[src/dps_defines.vh]
/*
 * constants for the discrete pin and status word formatter:
 * register offsets, field positions, reset values, labels, timing counts.
 * assumes a 25 mhz ref_clk; included by its bare name.
 */
// Notes on behaviour
// - latch every configuration pin at power-up and on each leaving of reset
// - optional periodic re-sample; disagreement with latched value flags intermittence
// - two location pins: open/open 1, open/gnd 2, gnd/open 3, gnd/gnd 4
// - device stays in reset while the reset discrete is grounded
// - release of reset discrete starts full memory initialisation
// - positioning receiver high rate when speed pin open, low when grounded
// - grounded antenna pin means dual antennas, used only if supported
// - maintenance link low rate when pin grounded, high rate when open
// - fault discrete grounded on serious fault or grounded reset, else open
// - fault discrete never depends on transmitter on/off inputs
// - fault held grounded through restart, released once restart completes
// - receiver 1 words give time-of-day and date for later use
// - every transmitter sends the full set of broadcast words
// - sign-status bits 31:30 are 00 normal, 01 no data, 10 test, 11 fail
// - address word: label 172, address code 9-16, zeros 17-29, ssm, parity
// - option: address word bits 17-22 carry activity and dual-antenna flags
// - status word: label 270, bits 9-10 location pins grounded, bit 11 fault
// - bits 12-13 flag high standing-wave ratio; 13 zero without second antenna
// - bit 14 radio off, bit 15 transmission inhibited, from discrete inputs
// - bit 16 is 0 when connected to a base station, 1 otherwise
// - bit 17 is 0 when a signal is detected, 1 otherwise
// - bits 18-24 zero, bits 25-29 receiver input activity flags
// - rf transmitter enabled only while both on/off inputs are grounded
`ifndef DPS_DEFINES_VH
`define DPS_DEFINES_VH

// register offsets (byte addresses)
`define DPS_REG_CTRL     8'h00
`define DPS_REG_ADDR     8'h04
`define DPS_REG_STATUS   8'h08
`define DPS_REG_INTERMIT 8'h0c
`define DPS_REG_TOD      8'h10
`define DPS_REG_DATE     8'h14

// control register fields and reset value
`define DPS_CTRL_RESAMPLE 0
`define DPS_CTRL_OPT172   1
`define DPS_CTRL_SSM_LO   2
`define DPS_CTRL_SSM_HI   3
`define DPS_CTRL_SWFAULT  4
`define DPS_CTRL_RST      5'h00
`define DPS_ADDR_RST      8'h00

// sign-status codes
`define DPS_SSM_NORMAL 2'h0
`define DPS_SSM_NCD    2'h1
`define DPS_SSM_TEST   2'h2
`define DPS_SSM_FAIL   2'h3

// labels (octal 172, 270)
`define DPS_LABEL_ADDR 8'h7a
`define DPS_LABEL_STAT 8'hb8

// timing
`define DPS_CLK_KHZ       25000
`define DPS_INIT_CYCLES   16'h0100
`define DPS_RESAMPLE_MS   1000

`endif

[src/dps_formatter.v]
/*
 * discrete pins, reset discrete, fault discrete and broadcast status words.
 * assumes ref_clk at 25 mhz, pins asynchronous (high = open circuit),
 * status inputs from logic on the same clock, a word transmitter that
 * takes a word on valid and ready and fans it out to every transmitter.
 */
// Local design decisions: the address-and-strobe port and the address map.
`timescale 1ns/10ps
`include "dps_defines.vh"

module dps_formatter #(
   parameter        DUAL_ANT_CAPABLE = 1,
   parameter [7:0]  UTC_LABEL        = 8'h68,
   parameter [7:0]  DATE_LABEL       = 8'hb0,
   parameter [31:0] RESAMPLE_CYCLES  = `DPS_RESAMPLE_MS * `DPS_CLK_KHZ
) (
   input  wire        ref_clk,        // system clock
   input  wire        nrst,           // async reset, active low
   input  wire [1:0]  loc_pin,        // location select pins
   input  wire        gps_speed_pin,  // positioning receiver speed pin
   input  wire        ant_count_pin,  // antenna count pin
   input  wire        maint_speed_pin,// maintenance link speed pin
   input  wire        reset_pin_n,    // reset discrete, low = grounded
   input  wire [1:0]  tx_on_pin_n,    // transmitter on/off discretes
   input  wire        radio_off_pin,  // radio off discrete, high = off
   input  wire [1:0]  vswr_high,      // standing-wave ratio above 5
   input  wire        bs_connected,   // connected to a base station
   input  wire        signal_det,     // signal detected
   input  wire [4:0]  rx_active,      // gps, maint 1/2, comms 1/2 activity
   input  wire        bit_fault,      // serious self-test fault
   input  wire [31:0] rx1_word,       // receiver 1 word
   input  wire        rx1_valid,      // receiver 1 word strobe
   input  wire [7:0]  reg_addr,       // register address
   input  wire [31:0] reg_wdata,      // register write data
   input  wire        reg_wr,         // write strobe
   input  wire        reg_rd,         // read strobe
   output reg  [31:0] reg_rdata,      // read data, cycle after strobe
   output reg  [31:0] word_data,      // broadcast word
   output reg         word_valid,     // broadcast word valid
   input  wire        word_ready,     // transmitter takes the word
   output reg         fault_oe,       // grounds the fault discrete
   output reg         fault_out,      // fault discrete level, always 0
   output reg         unit_rst,       // hold the rest of the unit in reset
   output reg         mem_init,       // memory initialisation in progress
   output reg  [1:0]  location,       // installed location minus one
   output reg         gps_high_speed, // positioning receiver at high rate
   output reg         dual_ant_en,    // dual antennas in use
   output reg         maint_high_speed,// maintenance link at high rate
   output reg         rf_tx_en        // rf transmitter powered
);

   localparam ST_HOLD  = 4'b0001;
   localparam ST_INIT  = 4'b0010;
   localparam ST_LATCH = 4'b0100;
   localparam ST_RUN   = 4'b1000;
   localparam NPIN     = 9;

   // odd parity over the low 31 bits
   function par_odd;
      input [30:0] w;
      begin
         par_odd = ~(^w);
      end
   endfunction

   ////////////////////////////////////////////////////////////////////////
   // pin synchronisers: three stages, accept once stages two and three agree
   wire [NPIN-1:0] pin_raw;
   reg  [NPIN-1:0] s1_q;
   reg  [NPIN-1:0] s2_q;
   reg  [NPIN-1:0] s3_q;
   reg  [NPIN-1:0] pin_q;
   integer         i;

   assign pin_raw = {radio_off_pin, tx_on_pin_n, reset_pin_n,
                     maint_speed_pin, ant_count_pin, gps_speed_pin, loc_pin};

   always @(posedge ref_clk or negedge nrst) begin
      if (!nrst) begin
         s1_q  <= {NPIN{1'b1}};
         s2_q  <= {NPIN{1'b1}};
         s3_q  <= {NPIN{1'b1}};
         pin_q <= {NPIN{1'b1}};
      end else begin
         s1_q <= pin_raw;
         s2_q <= s1_q;
         s3_q <= s2_q;
         for (i = 0; i < NPIN; i = i + 1) begin
            if (s2_q[i] == s3_q[i]) begin
               pin_q[i] <= s3_q[i];
            end
         end
      end
   end

   wire [4:0] cfg_now   = pin_q[4:0];   // loc1, loc2, gps, ant, maint
   wire       rst_open  = pin_q[5];
   wire [1:0] tx_on_n   = pin_q[7:6];
   wire       radio_off = pin_q[8];

   ////////////////////////////////////////////////////////////////////////
   // restart sequence
   reg [3:0]  state_q;
   reg [3:0]  state_d;
   reg [15:0] init_cnt_q;
   reg [4:0]  cfg_q;

   always @* begin
      state_d = state_q;
      case (state_q)
         ST_HOLD: begin
            if (rst_open) begin
               state_d = ST_INIT;
            end
         end
         ST_INIT: begin
            if (init_cnt_q == `DPS_INIT_CYCLES - 16'h0001) begin
               state_d = ST_LATCH;
            end
         end
         ST_LATCH: begin
            state_d = ST_RUN;
         end
         ST_RUN: begin
            state_d = ST_RUN;
         end
         default: begin
            state_d = ST_HOLD;
         end
      endcase
      if (!rst_open) begin
         state_d = ST_HOLD;
      end
   end

   // state, init counter and latched configuration
   always @(posedge ref_clk or negedge nrst) begin
      if (!nrst) begin
         state_q    <= ST_INIT;
         init_cnt_q <= 16'h0000;
         cfg_q      <= 5'h1f;
      end else begin
         state_q <= state_d;
         if (state_q == ST_INIT) begin
            init_cnt_q <= init_cnt_q + 16'h0001;
         end else begin
            init_cnt_q <= 16'h0000;
         end
         if (state_q == ST_LATCH) begin
            cfg_q <= cfg_now;
         end
      end
   end

   ////////////////////////////////////////////////////////////////////////
   // registers
   reg [4:0]  ctrl_q;
   reg [7:0]  sal_q;
   reg [4:0]  intermit_q;
   reg [31:0] rs_cnt_q;
   reg [18:0] tod_q;
   reg [18:0] date_q;
   wire       running  = (state_q == ST_RUN);
   wire       fault_now = bit_fault | ctrl_q[`DPS_CTRL_SWFAULT];
   wire       rs_tick  = (rs_cnt_q == RESAMPLE_CYCLES - 32'h00000001);
   wire [4:0] rs_diff  = (cfg_now ^ cfg_q) & {5{running & rs_tick}};
   wire [4:0] w1c      = (reg_wr && reg_addr == `DPS_REG_INTERMIT) ?
                         reg_wdata[4:0] : 5'h00;

   // software writes and re-sample checks
   always @(posedge ref_clk or negedge nrst) begin
      if (!nrst) begin
         ctrl_q     <= `DPS_CTRL_RST;
         sal_q      <= `DPS_ADDR_RST;
         intermit_q <= 5'h00;
         rs_cnt_q   <= 32'h00000000;
      end else begin
         if (reg_wr && reg_addr == `DPS_REG_CTRL) begin
            ctrl_q <= reg_wdata[4:0];
         end
         if (reg_wr && reg_addr == `DPS_REG_ADDR) begin
            sal_q <= reg_wdata[7:0];
         end
         if (!ctrl_q[`DPS_CTRL_RESAMPLE] || rs_tick) begin
            rs_cnt_q <= 32'h00000000;
         end else begin
            rs_cnt_q <= rs_cnt_q + 32'h00000001;
         end
         intermit_q <= (intermit_q & ~w1c) | rs_diff;
      end
   end

   // receiver 1: keep time-of-day and date fields
   always @(posedge ref_clk or negedge nrst) begin
      if (!nrst) begin
         tod_q  <= 19'h00000;
         date_q <= 19'h00000;
      end else if (state_q == ST_INIT) begin
         tod_q  <= 19'h00000;
         date_q <= 19'h00000;
      end else if (rx1_valid) begin
         if (rx1_word[7:0] == UTC_LABEL) begin
            tod_q <= rx1_word[28:10];
         end
         if (rx1_word[7:0] == DATE_LABEL) begin
            date_q <= rx1_word[28:10];
         end
      end
   end

   // read data, one cycle after the strobe; unmapped reads zero
   always @(posedge ref_clk or negedge nrst) begin
      if (!nrst) begin
         reg_rdata <= 32'h00000000;
      end else if (reg_rd) begin
         case (reg_addr)
            `DPS_REG_CTRL:     reg_rdata <= {27'h0000000, ctrl_q};
            `DPS_REG_ADDR:     reg_rdata <= {24'h000000, sal_q};
            `DPS_REG_STATUS:   reg_rdata <= {16'h0000, rf_tx_en,
                                             fault_oe, state_q, cfg_now,
                                             cfg_q};
            `DPS_REG_INTERMIT: reg_rdata <= {27'h0000000, intermit_q};
            `DPS_REG_TOD:      reg_rdata <= {13'h0000, tod_q};
            `DPS_REG_DATE:     reg_rdata <= {13'h0000, date_q};
            default:           reg_rdata <= 32'h00000000;
         endcase
      end else begin
         reg_rdata <= 32'h00000000;
      end
   end

   ////////////////////////////////////////////////////////////////////////
   // discrete outputs and configuration decode
   always @(posedge ref_clk or negedge nrst) begin
      if (!nrst) begin
         fault_oe         <= 1'b1;
         fault_out        <= 1'b0;
         unit_rst         <= 1'b1;
         mem_init         <= 1'b0;
         location         <= 2'h0;
         gps_high_speed   <= 1'b1;
         dual_ant_en      <= 1'b0;
         maint_high_speed <= 1'b1;
         rf_tx_en         <= 1'b0;
      end else begin
         fault_oe  <= (state_d != ST_RUN) | fault_now;
         fault_out <= 1'b0;
         unit_rst  <= (state_d == ST_HOLD);
         mem_init  <= (state_d == ST_INIT);
         location  <= {~cfg_q[0], ~cfg_q[1]};
         gps_high_speed   <= cfg_q[2];
         dual_ant_en      <= (DUAL_ANT_CAPABLE != 0) & ~cfg_q[3];
         maint_high_speed <= cfg_q[4];
         rf_tx_en <= ~tx_on_n[0] & ~tx_on_n[1];
      end
   end

   ////////////////////////////////////////////////////////////////////////
   // broadcast words
   reg        sel_stat_q;
   wire [1:0] ssm = fault_now ? `DPS_SSM_FAIL :
                    ctrl_q[`DPS_CTRL_SSM_HI:`DPS_CTRL_SSM_LO];
   wire [5:0] opt = ctrl_q[`DPS_CTRL_OPT172] ?
                    {(DUAL_ANT_CAPABLE != 0), rx_active} : 6'h00;
   wire [30:0] addr_w;
   wire [30:0] stat_w;

   // address word: label, address code, option flags, zero pad, ssm
   assign addr_w = {ssm, 7'h00, opt, sal_q, `DPS_LABEL_ADDR};

   // status word: label, pins grounded, fault, antennas, discretes, activity
   assign stat_w = {ssm,
                    rx_active,
                    7'h00,
                    ~signal_det,
                    ~bs_connected,
                    (tx_on_n != 2'h0),
                    radio_off,
                    vswr_high[1] & dual_ant_en,
                    vswr_high[0],
                    fault_now,
                    ~cfg_q[1], ~cfg_q[0],
                    `DPS_LABEL_STAT};

   // alternate the two words while running, one per handshake
   always @(posedge ref_clk or negedge nrst) begin
      if (!nrst) begin
         word_data  <= 32'h00000000;
         word_valid <= 1'b0;
         sel_stat_q <= 1'b0;
      end else if (!running) begin
         word_valid <= 1'b0;
         sel_stat_q <= 1'b0;
      end else if (!word_valid || word_ready) begin
         word_valid <= 1'b1;
         sel_stat_q <= ~sel_stat_q;
         if (sel_stat_q) begin
            word_data <= {par_odd(stat_w), stat_w};
         end else begin
            word_data <= {par_odd(addr_w), addr_w};
         end
      end
   end

endmodule

[config.mk]
export PLATFORM = sky130hd
export DESIGN_NAME = dps_formatter
export DESIGN_NICKNAME = d
export VERILOG_FILES = /design/src/dps_formatter.v
export VERILOG_INCLUDE_DIRS = /design/src /design/src/src
export SDC_FILE = /design/constraint.sdc
export NUM_CORES = 1
export LEC_CHECK = 0
export ABC_AREA = 1
export BUFFER_PORTS_ARGS = -buffer_cell sky130_fd_sc_hd__buf_2
export CAP_MARGIN = 20
export CORE_UTILIZATION = 55
export CTS_BUF_LIST = sky130_fd_sc_hd__clkbuf_16
export DETAILED_ROUTE_END_ITERATION = 8
export PLACE_DENSITY = 0.81
export SLEW_MARGIN = 20
export SYNTH_ARGS = -nofsm -noshare
export SYNTH_HDL_FRONTEND = slang
export SYNTH_SLANG_ARGS = --single-unit
[constraint.sdc]
create_clock -name ref_clk -period 3.3 [get_ports ref_clk]
set_input_delay 0.33 -clock ref_clk [delete_from_list [all_inputs] [get_ports ref_clk]]
set_output_delay 0.33 -clock ref_clk [all_outputs]
set_load 0.02 [all_outputs]
Word level (Yosys, flattened, before mapping)
Index checks and enable logic that the tools add are counted.
{ "classes": {"add_sub_neg": 2, "n_eq_ne": 26, "n_mux": 21, "bitwise": 20, "n_reduce_logical": 18} }
{ "op_table": {"columns": ["cell", "n"], "rows": [
  ["2-to-1 mux 19 bit", 6],
  ["one-hot mux 19 bit (6 select lines)", 1],
  ["2-to-1 mux 32 bit", 3],
  ["XOR reduction 31 bit", 2],
  ["adder 32 x 1 -> 32 bit (second input constant)", 1],
  ["== test 32 x 25 -> 1 bit (second input constant)", 1],
  ["adder 16 x 1 -> 16 bit (second input constant)", 1],
  ["== test 16 x 8 -> 1 bit (second input constant)", 1],
  ["== test 8 x 4 -> 1 bit (second input constant)", 2],
  ["== test 8 x 5 -> 1 bit (second input constant)", 2],
  ["2-to-1 mux 16 bit", 1],
  ["one-hot mux 4 bit (3 select lines)", 1],
  ["AND 5 bit", 2],
  ["NOT 1 bit", 10],
  ["== test 1 bit", 9],
  ["== test 4 x 1 -> 1 bit (second input constant)", 2],
  ["== test 4 x 2 -> 1 bit (second input constant)", 2],
  ["== test 8 x 3 -> 1 bit (second input constant)", 1],
  ["== test 8 x 7 -> 1 bit (second input constant)", 1],
  ["== test 8 bit (second input constant)", 1],
  ["zero test 8 bit", 1],
  ["2-to-1 mux 4 bit", 2],
  ["nonzero test 2 bit", 4],
  ["2-to-1 mux 6 bit", 1],
  ["17 further kinds", 29]
]} }
{ "totals": {"register_bits": 224, "output_inout_bits": 75} }

Longest topological paths before layout
Gate-level depths: netlist (run 1).
{ "logic_depth": {"depth_word": 6, "mapped_depth": 13, "ltp_nobuf": 13} }

Worst setup path after synthesis (run 1)
OpenSTA, ideal clock, no wires.
{ "synth_timing": {"path_type": "register to register", "from": "register rs_cnt_q[0]", "to": "register rs_cnt_q[27]", "setup_ns": 0.118, "arrival_ns": 1.487, "t_required_ns": 3.182, "slack_ns": 1.695, "path_stages_with_launch": 10, "path_cell_list": "dfrtp_1 -> ha_1 -> nand2_2 -> nor2_4 -> nand4_1 -> nor4_2 -> nand2_4 -> nand2_8 -> buf_12 -> nor2_1"} }
{ "synth_between": {"elab_chain_len": 3, "word_cells_on_any_way": 4} }
{ "synth_rtl": {"columns": ["element", "line_no", "text"], "rows": [
  ["start, declared", "dps_formatter.v:160", "reg [31:0] rs_cnt_q;"],
  ["start signal, assigned", "dps_formatter.v:187", "rs_cnt_q <= rs_cnt_q + 32'h00000001;"],
  ["parallel branches: the longest is 2 deep, another holds adder 32 x 1 -> 32 bit", null, null],
  ["2-to-1 mux 32 bit (*)", "dps_formatter.v:184", "if (!ctrl_q[`DPS_CTRL_RESAMPLE] || rs_tick) begin"]
]} }
Mark *: on every way between the ends.
A chain may end at the register's enable or synchronous reset.

Worst setup path after layout (run 1)
{ "layout_timing": {"from": "register state_q[2]", "to": "register date_q[6]"} }
{ "layout_between": {"elab_chain_len": 3, "word_cells_on_any_way": 5} }
{ "layout_rtl": {"columns": ["element", "line_no", "text"], "rows": [
  ["start, declared", "dps_formatter.v:103", "reg [3:0] state_q;"],
  ["start signal, assigned", "dps_formatter.v:143", "state_q <= state_d;"],
  ["== test 4 x 2 -> 1 bit (*)", "dps_formatter.v:198", "end else if (state_q == ST_INIT) begin"],
  ["nonzero test 2 bit (no source line)", null, null],
  ["AND reduction 2 bit (no source line)", null, null],
  ["end signal, assigned", "dps_formatter.v:206", "date_q <= rx1_word[28:10];"],
  ["end, declared", "dps_formatter.v:162", "reg [18:0] date_q;"]
]} }
Every way passes the cells marked *; elsewhere a longest branch is shown, timed or not.

==> results of run 1 <==
[sequential cells by signal, summed over array words and instances, names as in the netlist, 8 cells and up]
signal / cells
s2_q: 9
tod_q: 19
sal_q: 8
s3_q: 9
date_q: 19
reg_rdata: 19
rs_cnt_q: 32
init_cnt_q: 16
s1_q: 9
pin_q: 9
word_data: 25
[worst max path at each step]
stage,startpoint,endpoint,slack (ns),cells after the start
finish,state_q[2],date_q[6],1.12,5
CTS,state_q[2],date_q[6],1.11,5
global route,state_q[2],date_q[5],0.89,5
detailed placement,state_q[2],date_q[0],1.15,5
floorplan,rs_cnt_q[0],rs_cnt_q[27],1.69,9
global placement,state_q[2],date_q[6],1.24,5
[report_power, final]
group          internal (mW)  switching, mW
clock network           1.20          0.966
registers               2.81          0.156
logic                  0.238          0.487
total                   4.25           1.61
[layer usage]
metal	vias to the layer above	wire length, um	part of all wire [%]	track usage [%]
met5	-	0	0	0
met4	0	435	2.0	7.32
met3	43	1440	6.5	4.03
met2	272	10600	48	42.9
met1	3649	9750	44	34.9
li1	3750	-	-	-
[cell families after synthesis]
logic type | after synthesis
AO/OA/AOI/OAI | 130
XOR/XNOR | 23
adder cells (fa/ha/maj) | 11
buffers and inverters | 166
flip-flops | 204
multiplexers | 1
other | 1
AND/OR/NAND/NOR | 557
[critical path: stages (launching register included)]
cell     delay (ns)
dfrtp_1        0.46
nor2_2         0.09
nand3_4        0.26
inv_2          0.19
a31oi_4        0.79
o21ai_0        0.20
[layout make-up]
cell class / instances / area (sq um) / area share, %
Sequential cell: 204 / 5160 / 47.4
Inverter: 123 / 462 / 4.24
Tap cell: 220 / 275 / 2.53
Multi-Input combinational cell: 740 / 3610 / 33.1
Clock buffer: 22 / 551 / 5.05
Clock inverter: 15 / 66.3 / 0.609
Timing Repair Buffer: 137 / 764 / 7.02
Antenna cell: 2 / 5.00 / 0.0459
[per-stage QoR]
| step | hold slack [ns] | area [sq um] |
|---|---|---|
| 6_report | 0.0985 | 10900 |
| 5_1_grt | 0.0970 | 10900 |
| 3_3_place_gp | 0.345 | 10200 |
| 2_1_floorplan | 0.0344 | 9580 |
| 4_1_cts | 0.0861 | 10900 |
| 3_5_place_dp | 0.347 | 10200 |
[repair_timing]
action	in CTS	in global routing
hold endpoints to repair	85	0
buffers inserted	0	0
hold buffers	10	0
[Yosys cell counts (3+ instances only)]
cell type	instances
a21oi_1	21
a41oi_1	4
buf_2	5
buf_4	25
buf_6	6
dfrtp_1	158
dfstp_2	46
inv_1	117
inv_2	4
maj3_1	9
nand2_1	331
nand2_2	6
nand3_1	38
nand4_1	16
nor2_1	99
nor2_2	7
nor2_4	3
nor3_1	33
nor3_2	6
nor4_1	6
o211ai_1	7
o21ai_0	53
o21ai_1	26
o221ai_1	6
o221ai_2	3
o22ai_1	3
xnor2_1	3
xor2_1	20
==> results.cfg, run 1 <==
[outcome]
outcome = completed

[timing]
finClkSkew_ns = 0.00834
min_period_ns = 2.18
slew_viol_final = 0
max_freq_mhz = 458
rsz0062_at_grt = false
worst_slack_ns = 1.12
hold_violations = 0
setup_viol_count_final = 0
tightest_slew_ns = 0.963
finalSetupTns_ns = 0
relSlewSlack_pct = 35.8
min_period_over_period_pct = 66.2

[logic_synthesis]
muxShareOfSynthArea_pct = 0.118
ys_top_cells_by_area = dfrtp_1 (42%), nand2_1 (13%), dfstp_2 (13%)
synthFlopType = dfrtp_1
syn_inst = 1093
synth.cell_area_sq_um = 9510
async_flop_share_pct = 100
synth_edf_count = 0
synth-compound-area-share_pct = 8.10
syn_avg_cell_area_sq_um = 8.70
yosys.area_share.simple_pct = 25.6
ys_types = 54
synth_top_family_by_area = simple AND/OR/NAND/NOR gates
synth_xor_area_share_pct = 2.12
yosys_warnings = 0
ys_seq_area_share_pct = 54.3
yosysTopAreaCell = dfrtp_1
yosysTopAreaCellShare_pct = 41.6
synthAdderAreaFrac_pct = 1.21
ys_ff_latch = 204

[setup_path]
rrSetupSlack_ns = 1.12
crit_type = register to register
r2r-start = state_q[2]
rr_worst_depth = 5
end_kind = register
startpoint_type = register
r2r_end = date_q[6]
arrival_ns = 2.52
critPathMaxFanout = 38
cp.required_ns = 3.64

[routing]
first_iter_violations = 486
final_antenna_net_count = 0
wl_per_cell_um = 15.2
viasPerCell = 5.27
first_pass_iters = 7
post-route-drc-count = 0
num_vias = 7714
routed_wl_um = 22200

[floorplanning]
num_rows = 47
die_x_um = 134
pin_count = 172
initial_core_util_pct = 56.8
die_h_um = 134
core-area_sq_um = 16800
die_area_sq_um = 17800

[final_layout]
final_nets = 1326
layout_common_cells = nand2_1 (331), dfrtp_1 (158), buf_2 (123)
final_common_cell = nand2_1
fillers = 1397
post_layout_nonfiller_instances = 1463
drive_gt1_share_pct = 19.6
finalCoreUtilization_pct = 65.0
area_delta_synth_final_pct = 14.5

[hold_path]
hold_depth = 3
hp-class = primary input to register
worstHoldStart = rx1_word[25]
hold_end = date_q[15]

[global_routing]
antenna_found_initial = 2
grt_pass1_wl_um = 36300
grt_usage_pct = 25.7
grt_pass1_vias = 7457
overflow = 0
grt_max_degree = 89

[clocking]
htree_levels = 1
cts_root_buf = clkbuf_16
numCtsBuffers = 21
clk_latency_ns = 0.50
clkTransAtPathRegs_ns = 0.06
clockBufferDepth = 3
cts.sinks = 204
cts_tree = yes
cts.repair.resized = 0

[placement]
dpl.cell_count = 1414
dpl.hpwl_um = 15500
numPortBuffers = 124
gp_congestion = 0.921
pre_cts_slack_ns = 1.15

[pwr]
power_density_nw_per_um2 = 537
ir_drop_uv = 558
finalPower_mw = 5.86
leakage_nw = 5.27

[job]
cap_violations = 0
(Power assumes the default switching activity.)
==> run 2: changes to the inputs <==
--- a/config.mk
+++ b/config.mk
@@ -6,13 +6,13 @@
 export SDC_FILE = /design/constraint.sdc
 export NUM_CORES = 1
 export LEC_CHECK = 0
-export ABC_AREA = 1
+export ABC_AREA = 0
 export BUFFER_PORTS_ARGS = -buffer_cell sky130_fd_sc_hd__buf_2
 export CAP_MARGIN = 20
-export CORE_UTILIZATION = 55
+export CORE_UTILIZATION = 50
 export CTS_BUF_LIST = sky130_fd_sc_hd__clkbuf_16
 export DETAILED_ROUTE_END_ITERATION = 8
-export PLACE_DENSITY = 0.81
+export PLACE_DENSITY = 0.78
 export SLEW_MARGIN = 20
 export SYNTH_ARGS = -nofsm -noshare
 export SYNTH_HDL_FRONTEND = slang
==> constraint.sdc (replaced) <==
create_clock -name ref_clk -period 1.95 [get_ports ref_clk]
set_input_delay 0.195 -clock ref_clk [delete_from_list [all_inputs] [get_ports ref_clk]]
set_output_delay 0.195 -clock ref_clk [all_outputs]
set_load 0.02 [all_outputs]
==> run 2 against run 1 <==
  * Power increased by 68%
  * Worst setup slack got worse by 1.0 ns
  * Register-to-register slack got worse by 1.0 ns
  * Area after synthesis decreased by 4.6%
  * Non-clock buffer count increased by 71
==> results.cfg, run 2 <==
[outcome]
outcome = completed

[placement]
dpl.hpwl_um = 13700
pre_cts_slack_ns = 0.0458
gp_congestion = 0.818
dpl.cell_count = 1169
placed_area_sq_um = 10100
numPortBuffers = 124

[final_layout]
final_common_cell = dfrtp_1
area_delta_synth_final_pct = 24.9
num_antenna_cells = 0
drive_gt1_share_pct = 27.5
top_register = rs_cnt_q
largest_reg_flops = 32
top_regs = rs_cnt_q: 32 flops, word_data: 25 flops
post_layout_nonfiller_instances = 1252
layout_common_cells = dfrtp_1 (158), buf_2 (123), nor2_1 (110)
finalCoreUtilization_pct = 64.6
final_nets = 1110
design_area_sq_um = 11300

[logic_synthesis]
async_flop_share_pct = 100
syn_inst = 819
synth.cell_area_sq_um = 9080
ys_top_cells_by_area = dfrtp_1 (44%), dfstp_2 (13%), mux2i_1 (7.1%)
ys_types = 51
yosysTopAreaCellShare_pct = 43.6
yosysMostFrequentCell = dfrtp_1
synth_edf_count = 0
yosysTopAreaCell = dfrtp_1
ys_ff_latch = 204
syn_avg_cell_area_sq_um = 11.1
yosys_warnings = 0
ys_seq_area_share_pct = 56.9
synth_common_cells = dfrtp_1 (158), nor2_1 (110), nand2_1 (84), mux2i_1 (64), dfstp_2 (46)
synthFlopType = dfrtp_1

[timing]
finClkSkew_ns = 0.0123
min_period_over_period_pct = 96.1
setup_viol_count_final = 0
hold-worst-slack_ns = 0.00849
slew_viol_final = 0
min_period_ns = 1.87
finalSetupTns_ns = 0
worst_slack_ns = 0.0760
hold_violations = 0
max_freq_mhz = 534

[clocking]
numCtsBuffers = 22
cts.sinks = 204
cts_root_buf = clkbuf_16
htree_levels = 1
clk_latency_ns = 0.50
cts_tree = yes
clkTransAtPathRegs_ns = 0.06
clockBufferDepth = 3

[setup_path]
cp.required_ns = 2.33
r2r-start = pin_q[7]
startpoint_type = register
end_kind = register
rrSetupSlack_ns = 0.08
r2r_end = word_data[31]
arrival_ns = 2.25
crit_type = register to register
critPathMaxFanout = 3
rr_worst_depth = 5

[floorplanning]
die_x_um = 137
num_rows = 48
pin_count = 172
die_h_um = 137
die_area_sq_um = 18700
core-area_sq_um = 17500
initial_core_util_pct = 51.8

[routing]
viasPerCell = 5.26
met1_length_um = 8810
final_antenna_net_count = 0
first_pass_iters = 6
routed_wl_um = 20200
wl_met2_um = 10000
first_iter_violations = 277
top_layer = met4
wl_per_cell_um = 16.1
num_vias = 6585
wl_met3_um = 873
post-route-drc-count = 0

[pwr]
ir_drop_uv = 674
seqPwrFrac_pct = 47.2
p_int_mw = 7.49
power_density_nw_per_um2 = 865
finalPower_mw = 9.81
power_frac_comb_pct = 9.2
switchingPower_mw = 2.32
p_sw_share_pct = 23.7
leakage_nw = 5.28
power_frac_clock_pct = 43.6

[global_routing]
grt_pass1_vias = 6662
grt_pass1_wl_um = 32800
antenna_found_initial = 0
grt_max_degree = 54
grt_usage_pct = 22.3
overflow = 0

[hold_path]
worstHoldStart = bs_connected
hold_depth = 4
hold_end = word_data[15]
hp-class = primary input to register

[job]
cap_violations = 0
## run 2: cell type report
cell class	count	area (sq um)
well taps	225	282
clock inverters	16	158
clock buffers	24	601
inverters	14	52.6
fillers	1357	6200
multi-input cells	561	3650
repair buffers	208	1430
flip-flops and latches	204	5160
## run 2: worst max-delay path by stage
stage	cells past startpoint	slack, ns	endpoint	from
floorplan	5	0.21	ctrl_q[1]	reg_addr[1]
global placement	5	0.09	ctrl_q[2]	reg_addr[1]
detailed placement	6	0.05	intermit_q[1]	rs_cnt_q[27]
CTS	6	0.03	intermit_q[1]	rs_cnt_q[27]
global route	6	-0.06	intermit_q[4]	rs_cnt_q[9]
finish	5	0.08	word_data[31]	pin_q[7]
## run 2: timing repair
item,4_1_cts,5_1_grt
setup buffers,0,0
setup endpoints to repair,0,19
hold endpoints to repair,116,0
gates resized for setup,0,8
hold buffers,43,0
## run 2: metal layers
| metal | global-route usage [%] | up-vias |
|---|---|---|
| met2 | 38.0 | 171 |
| met1 | 29.3 | 3239 |
| met4 | 7.35 | 0 |
| li1 | - | 3138 |
| met5 | 0 | - |
| met3 | 3.07 | 37 |
## run 2: cells by family after synthesis
family | count (synthesis) | synth area share (%)
compound gates | 77 | 5.31
xor+xnor | 63 | 6.69
fa+ha+maj | 11 | 1.27
buf+inv | 71 | 4.22
flops | 204 | 56.9
mux | 82 | 9.29
other cells | 1 | 0.0413
simple gates | 310 | 16.3
## run 2: worst max-delay path, cell delays in order (launching register included)
cell and delay [ns]:
dfstp_2 0.37, nor2_1 0.26, xnor3_1 0.51, xnor3_1 0.21, mux2i_1 0.14, a221o_1 0.26
## run 2: power by group through the flow
| stage | Clock, mW | Sequential [mW] | Combinational (mW) |
|---|---|---|---|
| finish | 4.28 | 4.63 | 0.904 |
| detailed placement | 0 | 4.70 | 0.827 |
| global placement | 0 | 4.69 | 0.810 |
| CTS | 4.34 | 4.63 | 0.910 |
| global route | 4.51 | 4.65 | 1.00 |
| floorplan | 0 | 4.66 | 0.525 |
